`src/pdm_pkg.sv`:
```
// Package: PCI DMA engine map, codes and types
package pdm_pkg;
   // Register offsets
   localparam logic [11:0] OFF_CTRL     = 12'h000;
   localparam logic [11:0] OFF_STATUS   = 12'h004;
   localparam logic [11:0] OFF_RD_START = 12'h008;
   localparam logic [11:0] OFF_RD_END   = 12'h00c;
   localparam logic [11:0] OFF_RD_IRQ   = 12'h010;
   localparam logic [11:0] OFF_RD_CUR   = 12'h014;
   localparam logic [11:0] OFF_WR_START = 12'h018;
   localparam logic [11:0] OFF_WR_END   = 12'h01c;
   localparam logic [11:0] OFF_WR_IRQ   = 12'h020;
   localparam logic [11:0] OFF_WR_CUR   = 12'h024;
   localparam logic [11:0] OFF_MASK     = 12'h028;
   // Offset bit selecting codec registers
   localparam int          CODEC_SEL_BIT = 10;

   // Control register fields
   localparam int CTL_RST      = 1;
   localparam int CTL_IRQ_EDGE = 6;
   localparam int CTL_MULTI    = 7;
   localparam int CTL_EN       = 8;
   localparam int CTL_RESTART  = 9;
   localparam int CTL_DM_LO    = 11;
   localparam int CTL_DM_HI    = 12;
   localparam logic [1:0]  DM_INDIRECT   = 2'h1;
   localparam logic [31:0] CTRL_RESET    = 32'h0000_0000;
   localparam logic [31:0] CTRL_WR_MASK  = 32'h0000_19c2;

   // Status register fields
   localparam int ST_RD_EOB  = 0;
   localparam int ST_RD_IA   = 1;
   localparam int ST_WR_EOB  = 2;
   localparam int ST_WR_IA   = 3;
   localparam int ST_MABORT  = 4;
   localparam int ST_TABORT  = 5;
   localparam logic [5:0] STATUS_RESET = 6'h00;
   localparam logic [3:0] MASK_RESET   = 4'h0;
   localparam logic [31:0] ADDR_RESET  = 32'h0000_0000;
   localparam logic [31:0] DWORD_STEP  = 32'h0000_0004;

   // Sample FIFOs
   localparam int SAMPLE_W   = 16;
   localparam int FIFO_DEPTH = 8;

   // PCI bus commands
   localparam logic [3:0] CMD_INTA   = 4'h0;
   localparam logic [3:0] CMD_SPEC   = 4'h1;
   localparam logic [3:0] CMD_IO_RD  = 4'h2;
   localparam logic [3:0] CMD_IO_WR  = 4'h3;
   localparam logic [3:0] CMD_MEM_RD = 4'h6;
   localparam logic [3:0] CMD_MEM_WR = 4'h7;
   localparam logic [3:0] CMD_CFG_RD = 4'ha;
   localparam logic [3:0] CMD_CFG_WR = 4'hb;
   localparam logic [3:0] CMD_MRM    = 4'hc;
   localparam logic [3:0] CMD_DAC    = 4'hd;
   localparam logic [3:0] CMD_MRL    = 4'he;
   localparam logic [3:0] CMD_MWI    = 4'hf;

   typedef enum logic [1:0] {MS_IDLE, MS_BUSY, MS_HALT} pdm_mst_state_t;

   typedef struct packed {
      logic        claim;
      logic        is_read;
      logic        is_write;
      logic        is_cfg;
   } pdm_dec_t;

   typedef struct packed {
      logic        valid;
      logic [3:0]  cmd;
      logic        bar_mem;
      logic        bar_io;
      logic [11:0] addr;
      logic [31:0] wdata;
   } pdm_tgt_req_t;

   typedef struct packed {
      logic        done;
      logic        claim;
      logic [31:0] rdata;
   } pdm_tgt_rsp_t;

   typedef struct packed {
      logic        req;
      logic        write;
      logic [31:0] addr;
      logic [31:0] wdata;
   } pdm_mst_req_t;

   typedef struct packed {
      logic       wr;
      logic [7:0] addr;
      logic [7:0] data;
   } pdm_codec_t;
endpackage
```
`src/pdm_cmd_dec.sv`:
```
// Target command decoder: which PCI commands the device claims and how
`timescale 1ns/1ps
module pdm_cmd_dec (
   input  wire logic [3:0]       cmd,
   input  wire logic             bar_mem,
   input  wire logic             bar_io,
   input  wire logic [1:0]       addr_lo,
   output      pdm_pkg::pdm_dec_t dec
);
   always_comb begin
      dec = '0;
      unique case (cmd)
         pdm_pkg::CMD_IO_RD: begin
            dec.claim   = bar_io;
            dec.is_read = 1'b1;
         end
         pdm_pkg::CMD_IO_WR: begin
            dec.claim    = bar_io;
            dec.is_write = 1'b1;
         end
         // Read aliases fold onto memory read; linear burst only
         pdm_pkg::CMD_MEM_RD, pdm_pkg::CMD_MRM, pdm_pkg::CMD_MRL: begin // [RQ21] [RQ22]
            dec.claim   = bar_mem && (addr_lo == 2'h0);
            dec.is_read = 1'b1;
         end
         pdm_pkg::CMD_MEM_WR, pdm_pkg::CMD_MWI: begin // [RQ21] [RQ22]
            dec.claim    = bar_mem && (addr_lo == 2'h0);
            dec.is_write = 1'b1;
         end
         pdm_pkg::CMD_CFG_RD: begin // [RQ20]
            dec.claim   = 1'b1;
            dec.is_read = 1'b1;
            dec.is_cfg  = 1'b1;
         end
         pdm_pkg::CMD_CFG_WR: begin // [RQ20]
            dec.claim    = 1'b1;
            dec.is_write = 1'b1;
            dec.is_cfg   = 1'b1;
         end
         // Unsupported and reserved codes
         default: dec = '0; // [RQ20]
      endcase
   end
endmodule

```
`src/pdm_dma.sv`:
```
// Two-channel PCI DMA engine with codec access
// Overview of operation
// RQ1: Two independent DMA channels.
// RQ2: Dword-aligned start and end addresses.
// RQ3: Addresses and preload before start.
// RQ4: Enable bit 8 starts and stops.
// RQ5: Restart bit 9 only in single mode.
// RQ6: Current address at 0x14 and 0x24.
// RQ7: Interrupt address hit sets flag.
// RQ8: Status bits interrupt only when unmasked; abort bits 5:4 bypass the 4-bit mask here.
// RQ9: Aborts recorded in bits 5:4.
// RQ10: Status read clears it.
// RQ11: Clear reset, set enable to recover.
// RQ12: Level mode: status follows condition.
// RQ13: Edge mode: status latches until written one.
// RQ14: Multiple mode wraps to start.
// RQ15: Single mode halts at end.
// RQ16: Bits 12:11 select direct or indirect.
// RQ17: Memory and I/O windows alike.
// RQ18: Flagged write words program codec.
// RQ19: Indirect samples carry 15 bits.
// RQ20: Refuse special commands; accept I/O, config.
// RQ21: Linear burst memory read/write only.
// RQ22: Aliases act as base commands.
// RQ23: FIFOs: eight 16-bit samples, unmapped.
// RQ24: DMA sources drive level interrupt.
// RQ25: Address steps four, reloads start.
// RQ26: Bus requested only with data or space.
`timescale 1ns/1ps
module pdm_dma (
   input  wire logic                 core_clk,
   input  wire logic                 rst_n,
   // Target side
   input  wire pdm_pkg::pdm_tgt_req_t tgt_req,
   output      pdm_pkg::pdm_tgt_rsp_t tgt_rsp,
   // Bus-master side
   output      pdm_pkg::pdm_mst_req_t mst_req,
   input  wire logic                 mst_ack,
   input  wire logic [31:0]          mst_rdata,
   input  wire logic                 mst_mabort,
   input  wire logic                 mst_tabort,
   // Receive samples
   input  wire logic                 rx_valid,
   output      logic                 rx_ready,
   input  wire logic [15:0]          rx_data,
   // Transmit samples
   output      logic                 tx_valid,
   input  wire logic                 tx_ready,
   output      logic [15:0]          tx_data,
   // Codec port and interrupt
   output      pdm_pkg::pdm_codec_t   codec,
   input  wire logic [7:0]           codec_rdata,
   output      logic                 irq
);
   typedef struct packed {
      logic [31:0]             ctrl;
      logic [5:0]              status;
      logic [3:0]              mask;
      logic [31:0]             rd_start;
      logic [31:0]             rd_end;
      logic [31:0]             rd_irq;
      logic [31:0]             rd_cur;
      logic [31:0]             wr_start;
      logic [31:0]             wr_end;
      logic [31:0]             wr_irq;
      logic [31:0]             wr_cur;
      logic                    rd_done;
      logic                    wr_done;
      logic                    prev_en;
      logic                    last_wr;
      pdm_pkg::pdm_mst_state_t mst;
      pdm_pkg::pdm_mst_req_t   mreq;
      pdm_pkg::pdm_tgt_rsp_t   rsp;
      pdm_pkg::pdm_codec_t     codec;
      logic                    tx_valid;
      logic [15:0]             tx_data;
      logic                    rx_ready;
      logic                    irq;
   } pdm_state_t;

   pdm_state_t        s_r;
   pdm_state_t        s_nxt;
   pdm_pkg::pdm_dec_t dec;
   logic              rdf_valid;
   logic [15:0]       rdf_data;
   logic              rdf_pop;
   logic              rdf_in_ready;
   logic              wrf_in_ready;
   logic              wrf_push;
   logic              wrf_valid;
   logic [15:0]       wrf_data;
   logic              wrf_pop;

   pdm_cmd_dec u_dec (
      .cmd     (tgt_req.cmd),
      .bar_mem (tgt_req.bar_mem),
      .bar_io  (tgt_req.bar_io),
      .addr_lo (tgt_req.addr[1:0]),
      .dec     (dec)
   );

   // Read channel FIFO
   pdm_fifo #(.WIDTH(pdm_pkg::SAMPLE_W), .DEPTH(pdm_pkg::FIFO_DEPTH)) u_rd_fifo ( // [RQ23]
      .core_clk  (core_clk),
      .rst_n     (rst_n),
      .in_valid  (rx_valid),
      .in_ready  (rdf_in_ready),
      .in_data   (rx_data),
      .out_valid (rdf_valid),
      .out_ready (rdf_pop),
      .out_data  (rdf_data)
   );

   // Write channel FIFO
   pdm_fifo #(.WIDTH(pdm_pkg::SAMPLE_W), .DEPTH(pdm_pkg::FIFO_DEPTH)) u_wr_fifo ( // [RQ23]
      .core_clk  (core_clk),
      .rst_n     (rst_n),
      .in_valid  (wrf_push),
      .in_ready  (wrf_in_ready),
      .in_data   (mst_rdata[15:0]),
      .out_valid (wrf_valid),
      .out_ready (wrf_pop),
      .out_data  (wrf_data)
   );

   assign tgt_rsp  = s_r.rsp;
   assign mst_req  = s_r.mreq;
   assign codec    = s_r.codec;
   assign tx_valid = s_r.tx_valid;
   assign tx_data  = s_r.tx_data;
   assign rx_ready = s_r.rx_ready;
   assign irq      = s_r.irq;

   // Space was checked at issue
   assign wrf_push = (s_r.mst == pdm_pkg::MS_BUSY) && mst_ack && s_r.mreq.write == 1'b0; // [RQ26]
   // Refill when empty or draining
   assign wrf_pop  = !s_r.tx_valid || tx_ready;

   function automatic logic [31:0] reg_read(input pdm_state_t st, input logic [11:0] a, input logic [7:0] crd);
      logic [31:0] v;
      v = 32'h0;
      if (a[pdm_pkg::CODEC_SEL_BIT]) begin
         v = {24'h0, crd};
      end else begin
         unique case (a)
            pdm_pkg::OFF_CTRL:     v = st.ctrl;
            pdm_pkg::OFF_STATUS:   v = {26'h0, st.status};
            pdm_pkg::OFF_RD_START: v = st.rd_start;
            pdm_pkg::OFF_RD_END:   v = st.rd_end;
            pdm_pkg::OFF_RD_IRQ:   v = st.rd_irq;
            pdm_pkg::OFF_RD_CUR:   v = st.rd_cur; // [RQ6]
            pdm_pkg::OFF_WR_START: v = st.wr_start;
            pdm_pkg::OFF_WR_END:   v = st.wr_end;
            pdm_pkg::OFF_WR_IRQ:   v = st.wr_irq;
            pdm_pkg::OFF_WR_CUR:   v = st.wr_cur; // [RQ6]
            pdm_pkg::OFF_MASK:     v = {28'h0, st.mask};
            default:               v = 32'h0;
         endcase
      end
      return v;
   endfunction

   always_comb begin
      logic        acc_rd;
      logic        acc_wr;
      logic        indirect;
      logic        edge_mode;
      logic        multi;
      logic        reload;
      logic [5:0]  evt;
      logic [5:0]  lvl;
      logic [5:0]  clr;
      logic [31:0] nxt_addr;
      logic        rd_go;
      logic        wr_go;
      s_nxt     = s_r;
      acc_rd    = tgt_req.valid && dec.claim && dec.is_read && !dec.is_cfg;
      acc_wr    = tgt_req.valid && dec.claim && dec.is_write && !dec.is_cfg;
      indirect  = (s_r.ctrl[pdm_pkg::CTL_DM_HI:pdm_pkg::CTL_DM_LO] == pdm_pkg::DM_INDIRECT); // [RQ16]
      edge_mode = s_r.ctrl[pdm_pkg::CTL_IRQ_EDGE];
      multi     = s_r.ctrl[pdm_pkg::CTL_MULTI];
      reload    = 1'b0;
      evt       = 6'h0;
      clr       = 6'h0;
      nxt_addr  = 32'h0;
      rd_go     = 1'b0;
      wr_go     = 1'b0;
      rdf_pop   = 1'b0;
      lvl = 6'h0;
      lvl[pdm_pkg::ST_RD_EOB] = s_r.rd_done;
      lvl[pdm_pkg::ST_WR_EOB] = s_r.wr_done;
      lvl[pdm_pkg::ST_RD_IA]  = (s_r.rd_irq != 32'h0) && (s_r.rd_cur == s_r.rd_irq);
      lvl[pdm_pkg::ST_WR_IA]  = (s_r.wr_irq != 32'h0) && (s_r.wr_cur == s_r.wr_irq);
      s_nxt.codec.wr = 1'b0;

      // Answer every request next cycle
      s_nxt.rsp.done  = tgt_req.valid;
      s_nxt.rsp.claim = tgt_req.valid && dec.claim; // [RQ20]
      s_nxt.rsp.rdata = acc_rd ? reg_read(s_r, tgt_req.addr, codec_rdata) : 32'h0; // [RQ17]
      if (acc_rd && tgt_req.addr == pdm_pkg::OFF_STATUS) begin
         clr = 6'h3f; // [RQ10]
      end

      // Both windows share one map
      if (acc_wr && tgt_req.addr[pdm_pkg::CODEC_SEL_BIT]) begin // [RQ17]
         if (!indirect) begin // [RQ16]
            s_nxt.codec.wr   = 1'b1;
            s_nxt.codec.addr = tgt_req.addr[9:2];
            s_nxt.codec.data = tgt_req.wdata[7:0];
         end
      end else if (acc_wr) begin
         unique case (tgt_req.addr)
            pdm_pkg::OFF_CTRL: begin
               s_nxt.ctrl = tgt_req.wdata & pdm_pkg::CTRL_WR_MASK;
               // Restart is an action, never stored
               if (tgt_req.wdata[pdm_pkg::CTL_RESTART] && !multi) begin // [RQ5]
                  reload = 1'b1;
               end
            end
            pdm_pkg::OFF_STATUS:   clr = tgt_req.wdata[5:0]; // [RQ13]
            pdm_pkg::OFF_RD_START: s_nxt.rd_start = tgt_req.wdata;
            pdm_pkg::OFF_RD_END:   s_nxt.rd_end   = tgt_req.wdata;
            pdm_pkg::OFF_RD_IRQ:   s_nxt.rd_irq   = tgt_req.wdata;
            pdm_pkg::OFF_WR_START: s_nxt.wr_start = tgt_req.wdata;
            pdm_pkg::OFF_WR_END:   s_nxt.wr_end   = tgt_req.wdata;
            pdm_pkg::OFF_WR_IRQ:   s_nxt.wr_irq   = tgt_req.wdata;
            pdm_pkg::OFF_MASK:     s_nxt.mask     = tgt_req.wdata[3:0];
            default: ;
         endcase
      end

      // New enable or reset bit rewinds
      s_nxt.prev_en = s_r.ctrl[pdm_pkg::CTL_EN];
      if ((s_r.ctrl[pdm_pkg::CTL_EN] && !s_r.prev_en) || s_r.ctrl[pdm_pkg::CTL_RST]) begin // [RQ25]
         reload = 1'b1;
      end

      // Bus-master state machine
      unique case (s_r.mst)
         pdm_pkg::MS_IDLE: begin
            if (s_r.ctrl[pdm_pkg::CTL_EN] && !s_r.ctrl[pdm_pkg::CTL_RST] && !reload) begin // [RQ4]
               rd_go = !s_r.rd_done && rdf_valid && (s_r.rd_cur != s_r.rd_end); // [RQ26]
               wr_go = !s_r.wr_done && wrf_in_ready && (s_r.wr_cur != s_r.wr_end); // [RQ26]
               // Alternate so neither starves
               if (rd_go && wr_go) begin // [RQ1]
                  rd_go = s_r.last_wr;
                  wr_go = !s_r.last_wr;
               end
            end
            if (rd_go) begin
               rdf_pop = 1'b1;
               s_nxt.mreq = '{req: 1'b1, write: 1'b1, addr: s_r.rd_cur, wdata: {16'h0, rdf_data}};
               s_nxt.last_wr = 1'b0;
               s_nxt.mst = pdm_pkg::MS_BUSY;
            end else if (wr_go) begin
               s_nxt.mreq = '{req: 1'b1, write: 1'b0, addr: s_r.wr_cur, wdata: 32'h0};
               s_nxt.last_wr = 1'b1;
               s_nxt.mst = pdm_pkg::MS_BUSY;
            end
         end
         pdm_pkg::MS_BUSY: begin
            if (mst_mabort || mst_tabort) begin
               evt[pdm_pkg::ST_MABORT] = mst_mabort; // [RQ9]
               evt[pdm_pkg::ST_TABORT] = mst_tabort; // [RQ9]
               s_nxt.mreq.req = 1'b0;
               s_nxt.ctrl[pdm_pkg::CTL_EN] = 1'b0;
               s_nxt.mst = pdm_pkg::MS_HALT;
            end else if (mst_ack) begin
               s_nxt.mreq.req = 1'b0;
               s_nxt.mst = pdm_pkg::MS_IDLE;
               if (s_r.mreq.write) begin
                  nxt_addr = s_r.rd_cur + pdm_pkg::DWORD_STEP; // [RQ25]
                  evt[pdm_pkg::ST_RD_IA] = lvl[pdm_pkg::ST_RD_IA]; // [RQ7]
                  if (nxt_addr == s_r.rd_end) begin
                     evt[pdm_pkg::ST_RD_EOB] = 1'b1;
                     s_nxt.rd_cur  = multi ? s_r.rd_start : nxt_addr; // [RQ14]
                     s_nxt.rd_done = !multi; // [RQ15]
                  end else begin
                     s_nxt.rd_cur = nxt_addr;
                  end
               end else begin
                  nxt_addr = s_r.wr_cur + pdm_pkg::DWORD_STEP; // [RQ25]
                  evt[pdm_pkg::ST_WR_IA] = lvl[pdm_pkg::ST_WR_IA]; // [RQ7]
                  if (nxt_addr == s_r.wr_end) begin
                     evt[pdm_pkg::ST_WR_EOB] = 1'b1;
                     s_nxt.wr_cur  = multi ? s_r.wr_start : nxt_addr; // [RQ14]
                     s_nxt.wr_done = !multi; // [RQ15]
                  end else begin
                     s_nxt.wr_cur = nxt_addr;
                  end
               end
            end
         end
         pdm_pkg::MS_HALT: begin
            // Wait for reset clear, enable set
            if (!s_r.ctrl[pdm_pkg::CTL_RST] && s_r.ctrl[pdm_pkg::CTL_EN]) begin // [RQ11]
               s_nxt.mst = pdm_pkg::MS_IDLE;
            end
         end
         default: s_nxt.mst = pdm_pkg::MS_IDLE;
      endcase

      if (reload) begin
         s_nxt.rd_cur  = s_r.rd_start; // [RQ25]
         s_nxt.wr_cur  = s_r.wr_start; // [RQ25]
         s_nxt.rd_done = 1'b0;
         s_nxt.wr_done = 1'b0;
      end

      // Level: live; edge: sticky
      if (edge_mode) begin
         s_nxt.status[3:0] = (s_r.status[3:0] & ~clr[3:0]) | evt[3:0]; // [RQ13]
      end else begin
         s_nxt.status[3:0] = lvl[3:0]; // [RQ12]
      end
      // Set beats clear: no lost abort
      s_nxt.status[5:4] = (s_r.status[5:4] & ~clr[5:4]) | evt[5:4]; // [RQ9]

      s_nxt.irq = |(s_r.status[3:0] & s_r.mask) || |s_r.status[5:4]; // [RQ8] [RQ24]

      // Flagged words go to the codec
      if (wrf_pop) begin
         s_nxt.tx_valid = 1'b0;
         if (wrf_valid) begin
            if (indirect && wrf_data[0]) begin // [RQ18]
               s_nxt.codec.wr   = 1'b1;
               s_nxt.codec.addr = wrf_data[15:8];
               s_nxt.codec.data = {1'b0, wrf_data[7:1]};
            end else begin
               s_nxt.tx_valid = 1'b1;
               s_nxt.tx_data  = indirect ? {wrf_data[15:1], 1'b0} : wrf_data; // [RQ19]
            end
         end
      end
      s_nxt.rx_ready = rdf_in_ready;
   end

   always_ff @(posedge core_clk or negedge rst_n) begin
      if (!rst_n) begin
         s_r <= '{ctrl: pdm_pkg::CTRL_RESET, status: pdm_pkg::STATUS_RESET, mask: pdm_pkg::MASK_RESET,
                  rd_start: pdm_pkg::ADDR_RESET, rd_end: pdm_pkg::ADDR_RESET, rd_irq: pdm_pkg::ADDR_RESET,
                  rd_cur: pdm_pkg::ADDR_RESET, wr_start: pdm_pkg::ADDR_RESET, wr_end: pdm_pkg::ADDR_RESET,
                  wr_irq: pdm_pkg::ADDR_RESET, wr_cur: pdm_pkg::ADDR_RESET, rd_done: 1'b0, wr_done: 1'b0,
                  prev_en: 1'b0, last_wr: 1'b0, mst: pdm_pkg::MS_IDLE, mreq: '0, rsp: '0, codec: '0,
                  tx_valid: 1'b0, tx_data: 16'h0, rx_ready: 1'b0, irq: 1'b0};
      end else begin
         s_r <= s_nxt;
      end
   end
endmodule

```
`src/pdm_fifo.sv`:
```
// Sample FIFO, valid/ready both sides
`timescale 1ns/1ps
module pdm_fifo #(
   parameter int WIDTH = 16,
   parameter int DEPTH = 8
) (
   input  wire logic             core_clk,
   input  wire logic             rst_n,
   input  wire logic             in_valid,
   output      logic             in_ready,
   input  wire logic [WIDTH-1:0] in_data,
   output      logic             out_valid,
   input  wire logic             out_ready,
   output      logic [WIDTH-1:0] out_data
);
   localparam int AW = $clog2(DEPTH);

   typedef struct packed {
      logic [AW-1:0] wp;
      logic [AW-1:0] rp;
      logic [AW:0]   cnt;
      logic          full;
      logic          empty;
   } pdm_fifo_st_t;

   pdm_fifo_st_t     s_r;
   pdm_fifo_st_t     s_nxt;
   logic [WIDTH-1:0] mem [DEPTH];
   logic             push;
   logic             pop;

   assign push      = in_valid && !s_r.full;
   assign pop       = out_ready && !s_r.empty;
   assign in_ready  = !s_r.full;
   assign out_valid = !s_r.empty;
   assign out_data  = mem[s_r.rp];

   always_comb begin
      s_nxt = s_r;
      if (push) begin
         s_nxt.wp = (s_r.wp == AW'(DEPTH - 1)) ? '0 : s_r.wp + 1'b1;
      end
      if (pop) begin
         s_nxt.rp = (s_r.rp == AW'(DEPTH - 1)) ? '0 : s_r.rp + 1'b1;
      end
      s_nxt.cnt   = s_r.cnt + (AW+1)'(push) - (AW+1)'(pop);
      s_nxt.full  = (s_nxt.cnt == (AW+1)'(DEPTH));
      s_nxt.empty = (s_nxt.cnt == '0);
   end

   always_ff @(posedge core_clk or negedge rst_n) begin
      if (!rst_n) begin
         s_r <= '{wp: '0, rp: '0, cnt: '0, full: 1'b0, empty: 1'b1};
      end else begin
         s_r <= s_nxt;
      end
   end

   // No reset; pointers define validity
   always_ff @(posedge core_clk) begin
      if (push) begin
         mem[s_r.wp] <= in_data;
      end
   end
endmodule

```
`config.mk`:
```
export PLATFORM = sky130hd
export DESIGN_NAME = pdm_dma
export DESIGN_NICKNAME = d
export VERILOG_FILES = /design/src/pdm_pkg.sv /design/src/pdm_cmd_dec.sv /design/src/pdm_dma.sv /design/src/pdm_fifo.sv
export SDC_FILE = /design/constraint.sdc
export NUM_CORES = 1
export LEC_CHECK = 0
export BUFFER_PORTS_ARGS = -buffer_cell sky130_fd_sc_hd__buf_2
export CAP_MARGIN = 40
export CORE_ASPECT_RATIO = 0.6
export CORE_UTILIZATION = 60
export DETAILED_ROUTE_END_ITERATION = 6
export MAX_ROUTING_LAYER = met4
export PLACE_DENSITY_LB_ADDON = 0.2
export SYNTH_ARGS = -nofsm -noshare
export SYNTH_HDL_FRONTEND = slang
export SYNTH_HIERARCHICAL = 1
export SYNTH_SLANG_ARGS = --single-unit
```
`constraint.sdc`:
```
create_clock -name core_clk -period 5.9 [get_ports core_clk]
set_clock_uncertainty 0.2 [all_clocks]
set_input_delay 0.885 -clock core_clk [delete_from_list [all_inputs] [get_ports core_clk]]
set_output_delay 0.885 -clock core_clk [all_outputs]
set_load 0.05 [all_outputs]
```
==> Word-level counts from Yosys, hierarchy flattened <==
Memory sizes are Yosys's and may differ from the RTL's.
Index checks and enable logic that the tools add are counted.
{ "word_totals": {"ff_bits": 438, "ram_bits": 256, "word_cells": 261, "n_memories": 2, "in_bits": 114, "output_inout_bits": 136} }
{ "mem_list": {"columns": ["name", "words", "width", "rd", "rd_clocked_by_memory_dff", "wr", "line", "rtl"], "rows": [
  ["u_rd_fifo.mem", 8, 16, 1, 0, 1, "pdm_fifo.sv:28", "logic [WIDTH-1:0] mem [DEPTH];"],
  ["u_wr_fifo.mem", 8, 16, 1, 0, 1, "pdm_fifo.sv:28", null]
]} }
{ "op_classes": {"n_bitwise": 11, "n_reduce_logical": 80, "n_addsub": 10, "eq_ne": 39, "mux": 78} }
{ "op_table": {"columns": ["op", "count"], "rows": [
  ["two-way mux 32 bit", 12],
  ["one-hot mux 32 bit (11 select lines)", 1],
  ["two-way mux 34 bit", 6],
  ["two-way mux 69 bit", 2],
  ["equality test 32 bit", 4],
  ["two-way mux 17 bit", 4],
  ["adder 32 x 3 -> 32 bit, second input constant", 2],
  ["inequality test 32 bit", 2],
  ["nonzero test 32 bit", 2],
  ["equality test 12 x 5 -> 1 bit, second input constant", 4],
  ["equality test 12 x 6 -> 1 bit, second input constant", 3],
  ["AND reduction 3 bit", 11],
  ["two-way mux 6 bit", 5],
  ["two-way mux 1 bit", 29],
  ["equality test 4 bit, second input constant", 7],
  ["two-way mux 9 bit", 3],
  ["logical AND 1 bit", 26],
  ["equality test 12 x 4 -> 1 bit, second input constant", 2],
  ["two-way mux 3 bit", 6],
  ["nonzero test 2 bit", 7],
  ["logical NOT 1 bit", 13],
  ["adder 3 x 1 -> 3 bit, second input constant", 4],
  ["equality test 12 x 3 -> 1 bit, second input constant", 1],
  ["equality test 3 bit, second input constant", 4],
  ["other kinds (32)", 58]
]} }

==> Logic depth before layout (Yosys ltp) <==
Gate-level depths: netlist of run 1.
{ "depth": {"ltp_word": 18, "depth_mapped": 22, "mapped_depth_nobuf": 20} }

==> Hierarchy <==
The synthesis of run 1 kept the hierarchy.
{ "modules_own_cells": {"columns": ["mod", "instances", "seq_area_each_um2", "cells_per_inst", "area_each_um2"], "rows": [
  ["pdm_dma", 1, 9959.6, 2109, 22405.2],
  ["pdm_fifo at u_wr_fifo", 1, 4145.2, 253, 5591.6],
  ["pdm_fifo at u_rd_fifo", 1, 4145.2, 255, 5569.1],
  ["pdm_cmd_dec", 1, 0.0, 10, 56.3]
]} }

==> Least setup slack after synthesis of run 1 <==
OpenSTA, ideal clock, no wires.
{ "synth_timing": {"path_type": "input to register", "from": "in tgt_req[38] (netlist bit)", "to": "reg u_rd_fifo/s_r[0] (netlist bit)", "n_path_buf": 2, "arrival_time_ns": 4.914, "setup_time_ns": 0.059, "stages": 19, "setup_slack_ns": 0.727, "required_time_ns": 5.641, "path_cell_list": "nor4_1 > nand2_1 > nor4_1 > and2_1 > buf_2 > a31oi_1 > nand4_1 > nor3_1 > clkbuf_1 > nand2b_1 > inv_1 > ha_1 > inv_1 > ha_1 > inv_1 > fa_1 > inv_1 > or3_1 > o21ba_2"} }
{ "synth_lines": {"columns": ["element", "line", "rtl"], "rows": [
  ["start, declared", "pdm_dma.sv:34", "input wire pdm_pkg::pdm_tgt_req_t tgt_req,"],
  ["end signal, assigned", "pdm_fifo.sv:53", "s_r <= '{wp: '0, rp: '0, cnt: '0, full: 1'b0, empty: 1'b1};"],
  ["end signal, assigned", "pdm_fifo.sv:55", "s_r <= s_nxt;"],
  ["end, declared", "pdm_fifo.sv:26", "pdm_fifo_st_t s_r;"]
]} }

==> Worst setup path after layout of run 1 <==
{ "layout_timing": {"from": "reg s_r[146] (netlist bit)", "to": "reg s_r[164] (netlist bit)"} }
{ "layout_via": {"elab_chain_len": 8, "elab_cells_between_ends": 9, "classes_between": "add/sub (1); eq/ne (1); mux (7)"} }
{ "layout_rtl": {"columns": ["element", "line", "rtl"], "rows": [
  ["start, declared", "pdm_dma.sv:81", "pdm_state_t s_r;"],
  ["start signal, assigned", "pdm_dma.sv:340", "s_r <= '{ctrl: pdm_pkg::CTRL_RESET, status: pdm_pkg::STATUS_RESET, mask: pdm_pkg::MASK_RESET,"],
  ["start signal, assigned", "pdm_dma.sv:347", "s_r <= s_nxt;"],
  ["adder 32 x 3 -> 32 bit (*)", "pdm_dma.sv:282", "nxt_addr = s_r.wr_cur + pdm_pkg::DWORD_STEP;"],
  ["equality test 32 bit or two-way mux 32 bit (tied branches)", "pdm_dma.sv:284, pdm_dma.sv:286", null],
  ["two-way mux 32 bit (*)", "pdm_dma.sv:284", "if (nxt_addr == s_r.wr_end) begin"],
  ["two-way mux 32 bit (*)", "pdm_dma.sv:271", "if (s_r.mreq.write) begin"],
  ["two-way mux 34 bit (*)", "pdm_dma.sv:268", "end else if (mst_ack) begin"],
  ["two-way mux 34 bit (*)", "pdm_dma.sv:262", "if (mst_mabort || mst_tabort) begin"],
  ["two-way mux 34 bit (*)", "pdm_dma.sv:239", "unique case (s_r.mst)"],
  ["two-way mux 34 bit (*)", "pdm_dma.sv:303", "if (reload) begin"]
]} }
Mark *: on every way between the ends. The rest lies on a longest branch, timed or not. The select of a mux whose other input is x is not followed.
A chain may end at the register's enable or synchronous reset.

==> results.tsv, run 1 <==
stage	metric	value	unit
timing	total negative setup slack	0	ns
worst_setup_path	crit-path max FO	26	
grt	largest net degree at the start of global routing	134	
route	DRC Markers	40	
cts	count of cells resized by post-cts repair	0	
placement	HPWL after DPL	78.4	mm
timing	RSZ-0062 raised after global routing	false	
worst_setup_path	crit path from	s_r[146]	
layout	final instance area	0.0367	sq mm
synthesis	largest area contributor in the netlist	dfrtp_1	
grt	vias in the first global route	22783	
route	Avg WL per Cell	31.1	microns
synthesis	warnings from Yosys	6	
outcome	failing checks	DRC	
worst_hold_path	Hold Path Class	in -> reg	
synthesis	Post-Synthesis Cells	2627	
pwr	total power	0.0115	W
pwr	Leak	16.0	nW
grt	Overflow after GRT	0	
placement	Placed Instances	3370	
route	drt via density	6.89	
pwr	VDD IR max	0.485	mV
synthesis	Netlist cell types	83	
floorplanning	die area	0.0570	sq mm
synthesis	top cells by area, synth	dfrtp_1 31%, edfxtp_1 23%, mux2_2 8.5%	
cts	CTS Buffer Depth	3	
timing	setup violators final	0	
layout	Final Non-Filler Cells	3488	
worst_setup_path	CP endpoint kind	register	
worst_hold_path	min-delay src	tgt_req[50]	
worst_setup_path	CP Launch Type	register	
cts	H-tree Lvls	2	
worst_setup_path	kind of critical path	reg -> reg	
layout	layout cells sized above 1	26.3	%
route	Routed WL	108	mm
placement	Placement Cell Area	0.0347	sq mm
floorplanning	Starting Density	61.4	%
cts	CTS Buf Count	60	
timing	max frequency	0.194	GHz
outcome	outcome	finished with violations	
cts	post-CTS setup buffer count	0	
placement	Port Buffer Count	217	
pwr	P per Cell Area	313	mW/mm^2
synthesis	share of the synthesized area in the top cell type	31.3	%
cts	clk root buf	clkbuf_16	
worst_setup_path	CP Data Required Time	6.23	ns
route	Routed Antenna Nets	0	
synthesis	asr flop ratio synth	62.2	%
synthesis	Synth Register Bits	678	
route	router iterations before antenna repair	7	
cts	hold_buf cts	1	
worst_setup_path	worst r2r src	s_r[146]	
grt	antenna violations before repair	6	
cts	later-pin clock latency in the skew report	0.66	ns
timing	Tcrit/Tclk final	87.3	%
layout	Post-Route Utilization	67.0	%
synthesis	top cells by count, synth	420 x dfrtp_1, 256 x edfxtp_1, 254 x mux2_2	
worst_setup_path	CP cell instances	nand4_4 > nor4_1 > nand3_1 > xnor2_1 > or4_1 > or4_1 > o21a_2 > buf_4 > mux2_4 > o22a_1	
route	Vias	24031	
synthesis	syn avg cell area	12.8	sq um
cts	CTS tree	yes	
grt	GRT Total Usage	39.4	%
worst_setup_path	critical path's largest stage delay	0.92	ns
timing	Worst-Margin Slew	0.894	ns
layout	Final nets	2819	
synthesis	cell with the most instances after synthesis	dfrtp_1	
timing	Rel. slew slack	40.3	%
placement	Placer Congestion	1.09	
layout	Synth-to-Final Area Change	9.13	%
cts	clock-pin slew on the worst setup and hold paths	0.06	ns
floorplanning	Die W	308	microns
timing	Final Hold Viols	0	
synthesis	Post-Synthesis Cell Area	0.0336	sq mm
floorplanning	Die Ht	185	microns
worst_setup_path	CP max stage cell	dfrtp_1	
floorplanning	Site Rows	66	
route	DR iter-0 viols	3517	
worst_setup_path	Critical Path AT	5.48	ns
floorplanning	core area	0.0548	sq mm
grt	first-pass GRT wire length	156	mm
timing	Slew Limit Fails	0	
floorplanning	Ports	250	
timing	minimum clock period	5.15	ns
synthesis	top_reg_cell synth	dfrtp_1	
synthesis	Post-synth EDFFs	256	
cts	Sink Count	678	
job	max_cap viols	0	
worst_setup_path	Critical Path Most Common Cell	or4_1	
synthesis	Seq/Total Area, Yosys	54.3	%
-- worst paths after layout --
check	to	slack, ns	cells past startpoint
max	s_r[164]	0.75	10
min in group asynchronous	s_r[279]	0.57	2
min reg2reg	rx_ready	0.23	1
max in group asynchronous	s_r[359]	3.83	3
max reg2reg	s_r[164]	0.75	10
min	tgt_rsp[33]	0.17	1
-- sequential cells by signal, summed over array words and instances (netlist names) --
name / cells
codec: 17
u_wr_fifo/mem: 128
u_rd_fifo/mem: 128
irq: 1
u_rd_fifo/s_r: 12
tx_valid: 1
u_wr_fifo/s_r: 12
tx_data: 16
rx_ready: 1
mst_req: 50
s_nxt: 1
s_r: 277
tgt_rsp: 34
-- critical path: cells and delay by family, from the launching register on --
kind | cells | cell delay (ns)
muxes | 1 | 0.32
AOI/OAI and AO/OA | 2 | 0.67
and+or+nand+nor | 5 | 2.34
DFF | 1 | 0.92
xor gates and xnor gates | 1 | 0.19
buffers and inverters | 1 | 0.36
-- logic make-up (layout without fill, tap and decap cells) --
group / count (synthesis) / after routing / share of synthesized area (%)
buffers and inverters: 394 / 486 / 6.48
other: 1 / 22 / 0.0112
muxes: 390 / 390 / 15.8
adders and majority gates: 20 / 20 / 0.789
DFF: 678 / 678 / 54.3
xor gates and xnor gates: 158 / 158 / 4.12
and+or+nand+nor: 551 / 551 / 8.84
AOI/OAI and AO/OA: 435 / 435 / 9.71
-- routing by layer --
metal	wire length, microns	vias up	track usage, %
met5	0	-	-
met4	1600	0	6.51
met3	18200	149	18.8
met2	42900	1612	50.1
met1	45700	12345	56.9
li1	-	9925	-
-- final cells by class --
cell class                 instances  area (sq um)
sequential                       678         18300
fill                            3962         18100
multi-input combinational       1570         13300
timing repair buffer             306          1910
clock buffer                      78          1630
tap                              748           936
clock inverter                    33           380
inverter                          69           259
antenna                            6          15.0
-- cell usage in the layout, fill, tap and decap left out, drive strengths merged, types with 57 or more instances in the layout --
master,count
a21oi,71
a222oi,57
a22oi,58
buf,305
clkbuf,78
dfrtp,420
edfxtp,256
inv,70
mux2,272
mux4,64
nand2,128
nor2,88
xnor2,94
xor2,64
-- power by group --
part | switching [W] | internal (W)
logic | 0.00130 | 0.000724
clock network | 0.00180 | 0.00229
registers | 0.000156 | 0.00520
-- metrics by stage --
| step | hold WS (ns) | worst slack [ns] |
|---|---|---|
| floorplan | 0.199 | 0.727 |
| global placement | 0.211 | 0.840 |
| detailed placement | 0.221 | 0.776 |
| CTS | 0.136 | 0.938 |
| global route | 0.172 | 0.621 |
| finish | 0.170 | 0.752 |
Note: power is estimated with default switching activity, not from simulation.
==> run 2: changes to the inputs <==
PLACE_DENSITY = 0.8   (was default)
PLACE_DENSITY_LB_ADDON = default   (was 0.2)
clock period = 6.2 ns   (was 5.9 ns; I/O delays follow)
==> run 2 against run 1 <==
Against the previous run: the flow still finishes with violations (DRC); fmax fell by 1.2%; global-route usage rose by 2.4 points; setup slack better by 0.24 ns; power decreased by 4.2%; via count increased by 1.9%; wire length increased by 6.8%; combinational power is 2% lower; non-clock buffer count is 11 lower; flip-flop and latch count unchanged; critical path depth rose by 9; sequential power shrank 4.5%; core utilization is 0.11 points lower.
==> results.tsv, run 2 (synthesis gave the netlist of run 1 again) <==
stage	metric	value	unit
timing	setup violators final	0	
cts	Sink Count	678	
pwr	internal power	0.00777	W
cts	post-CTS setup buffer count	0	
route	router iterations before antenna repair	7	
layout	layout cells sized above 1	26.2	%
worst_setup_path	CP endpoint kind	register	
pwr	Leak	15.9	nW
layout	max reg flops	277	
cts	clock-pin slew on the worst setup and hold paths	0.07	ns
worst_hold_path	Hold Path Class	in -> async	
cts	CTS Buf Count	60	
cts	CTS Buffer Depth	3	
worst_setup_path	crit-path max FO	9	
outcome	failing checks	DRC	
route	DR iter-0 viols	3865	
timing	Tcrit/Tclk final	84.0	%
pwr	sw power	0.00323	W
timing	Final Hold Viols	0	
pwr	Flop pwr share	46.5	%
worst_setup_path	kind of critical path	reg -> reg	
placement	HPWL after DPL	83.2	mm
timing	total negative setup slack	0	ns
cts	hold_buf cts	0	
floorplanning	core area	0.0548	sq mm
timing	max frequency	0.192	GHz
worst_setup_path	CP Data Required Time	6.61	ns
floorplanning	die area	0.0570	sq mm
grt	first-pass GRT wire length	164	mm
grt	antenna violations before repair	9	
route	Vias	24499	
layout	largest registers	s_r (277), u_rd_fifo/mem (128), u_wr_fifo/mem (128)	
route	drt via density	7.03	
route	Avg WL per Cell	33.2	microns
grt	largest net degree at the start of global routing	170	
placement	Port Buffer Count	217	
route	Routed Antenna Nets	0	
layout	Synth-to-Final Area Change	8.96	%
worst_setup_path	Critical Path AT	5.62	ns
cts	count of cells resized by post-cts repair	0	
layout	Fill cells	3920	
placement	pre-CTS setup slack	1.09	ns
pwr	clock share of power	35.6	%
layout	most common cell after layout, fill and taps aside	dfrtp_1	
job	max_cap viols	0	
placement	Placer Congestion	1.02	
timing	final worst slack	0.989	ns
timing	minimum clock period	5.21	ns
grt	Overflow after GRT	0	
grt	GRT Total Usage	41.8	%
layout	commonest cells after routing, fill and taps aside	419 x dfrtp_1, 256 x edfxtp_1, 254 x mux2_2	
pwr	total power	0.0110	W
floorplanning	Site Rows	66	
cts	clk root buf	clkbuf_16	
timing	Worst-Margin Slew	0.976	ns
layout	Reg with most FFs	s_r	
cts	later-pin clock latency in the skew report	0.67	ns
cts	CTS tree	yes	
outcome	outcome	finished with violations	
floorplanning	Die W	308	microns
pwr	VDD IR max	0.511	mV
floorplanning	Die Ht	185	microns
route	Routed WL	116	mm
floorplanning	Ports	250	
worst_setup_path	CP Launch Type	register	
pwr	switching portion of total power	29.3	%
timing	RSZ-0062 raised after global routing	false	
layout	Final nets	2808	
floorplanning	Starting Density	61.4	%
timing	Slew Limit Fails	0	
pwr	P per Cell Area	300	mW/mm^2
timing	Rel. slew slack	34.9	%
grt	vias in the first global route	23481	
cts	H-tree Lvls	2	
route	DRC Markers	65	
pwr	Comb pwr share	17.9	%
-- run 2: cell types whose count changed in the layout (fill, tap and decap cells not counted), sizes merged --
cell / before / now
dlygate4sd3: 1 / 0
clkinvlp: 4 / 5
bufinv: 8 / 4
inv: 70 / 69
clkbuf: 78 / 85
diode: 6 / 11
buf: 305 / 295
clkinv: 20 / 18
-- run 2: cell type report --
class | instances | area [sq um] | area share (%)
flip-flops and latches | 678 | 18300 | 49.8
multi-input cells | 1570 | 13300 | 36.4
repair buffers | 295 | 1820 | 4.97
clock buffers | 85 | 1740 | 4.74
well taps | 748 | 936 | 2.55
clock inverters | 27 | 275 | 0.751
inverters | 69 | 259 | 0.707
diodes | 11 | 27.5 | 0.0751
-- run 2: layer usage --
metal,GRT usage (%),part of all wire (%),vias to the layer above
met2,53.5,40,1761
met4,7.52,1.9,0
li1,-,-,9905
met1,59.3,41,12620
met5,-,0,-
met3,20.9,17,213
-- run 2: path summary, 6_finish.rpt --
kind	depth (start not counted)	to	start	slack, ns
max in group asynchronous	2	s_r[173]	rst_n	4.35
max	19	u_rd_fifo/s_r[0]	s_r[165]	0.99
max reg2reg	19	u_rd_fifo/s_r[0]	s_r[165]	0.99
min reg2reg	1	rx_ready	u_rd_fifo/s_r[1]	0.23
min	1	mst_req[15]	rst_n	0.02
min in group core_clk	1	tgt_rsp[33]	tgt_req[50]	0.21
-- run 2: critical path: stages, from the launching register on --
cell and delay [ns]:
dfrtp_1 0.63, xnor2_1 0.47, nor4b_1 0.51, nor4b_1 0.28, and4_1 0.25, a311oi_1 0.10
buf_4 0.22, nand2b_1 0.08, nand4_1 0.13, nor3_2 0.18, nand2b_1 0.15, inv_1 0.15
ha_1 0.26, inv_1 0.07, ha_1 0.17, inv_1 0.07, fa_1 0.52, inv_1 0.06
or3_1 0.39, o21ba_2 0.25
-- run 2: through the flow --
stage          area (sq um)  utilization, %  std cells  hold slack (ns)
2_1_floorplan         33700               -       2642            0.199
3_3_place_gp          34400            62.9       3351            0.211
3_5_place_dp          34600            63.2       3359            0.214
4_1_cts               36600            66.9       3471           0.0367
5_1_grt               36600            66.9       3481           0.0699
6_report              36600            66.9       3483           0.0218
-- run 2: power groups by stage --
stage | Sequential (W) | Clock (W) | Combinational [W]
after floorplan | 0.00514 | 0 | 0.00153
after global placement | 0.00519 | 0 | 0.00178
after detailed placement | 0.00520 | 0 | 0.00193
after CTS | 0.00511 | 0.00392 | 0.00196
after global routing | 0.00514 | 0.00408 | 0.00207
final | 0.00512 | 0.00391 | 0.00197
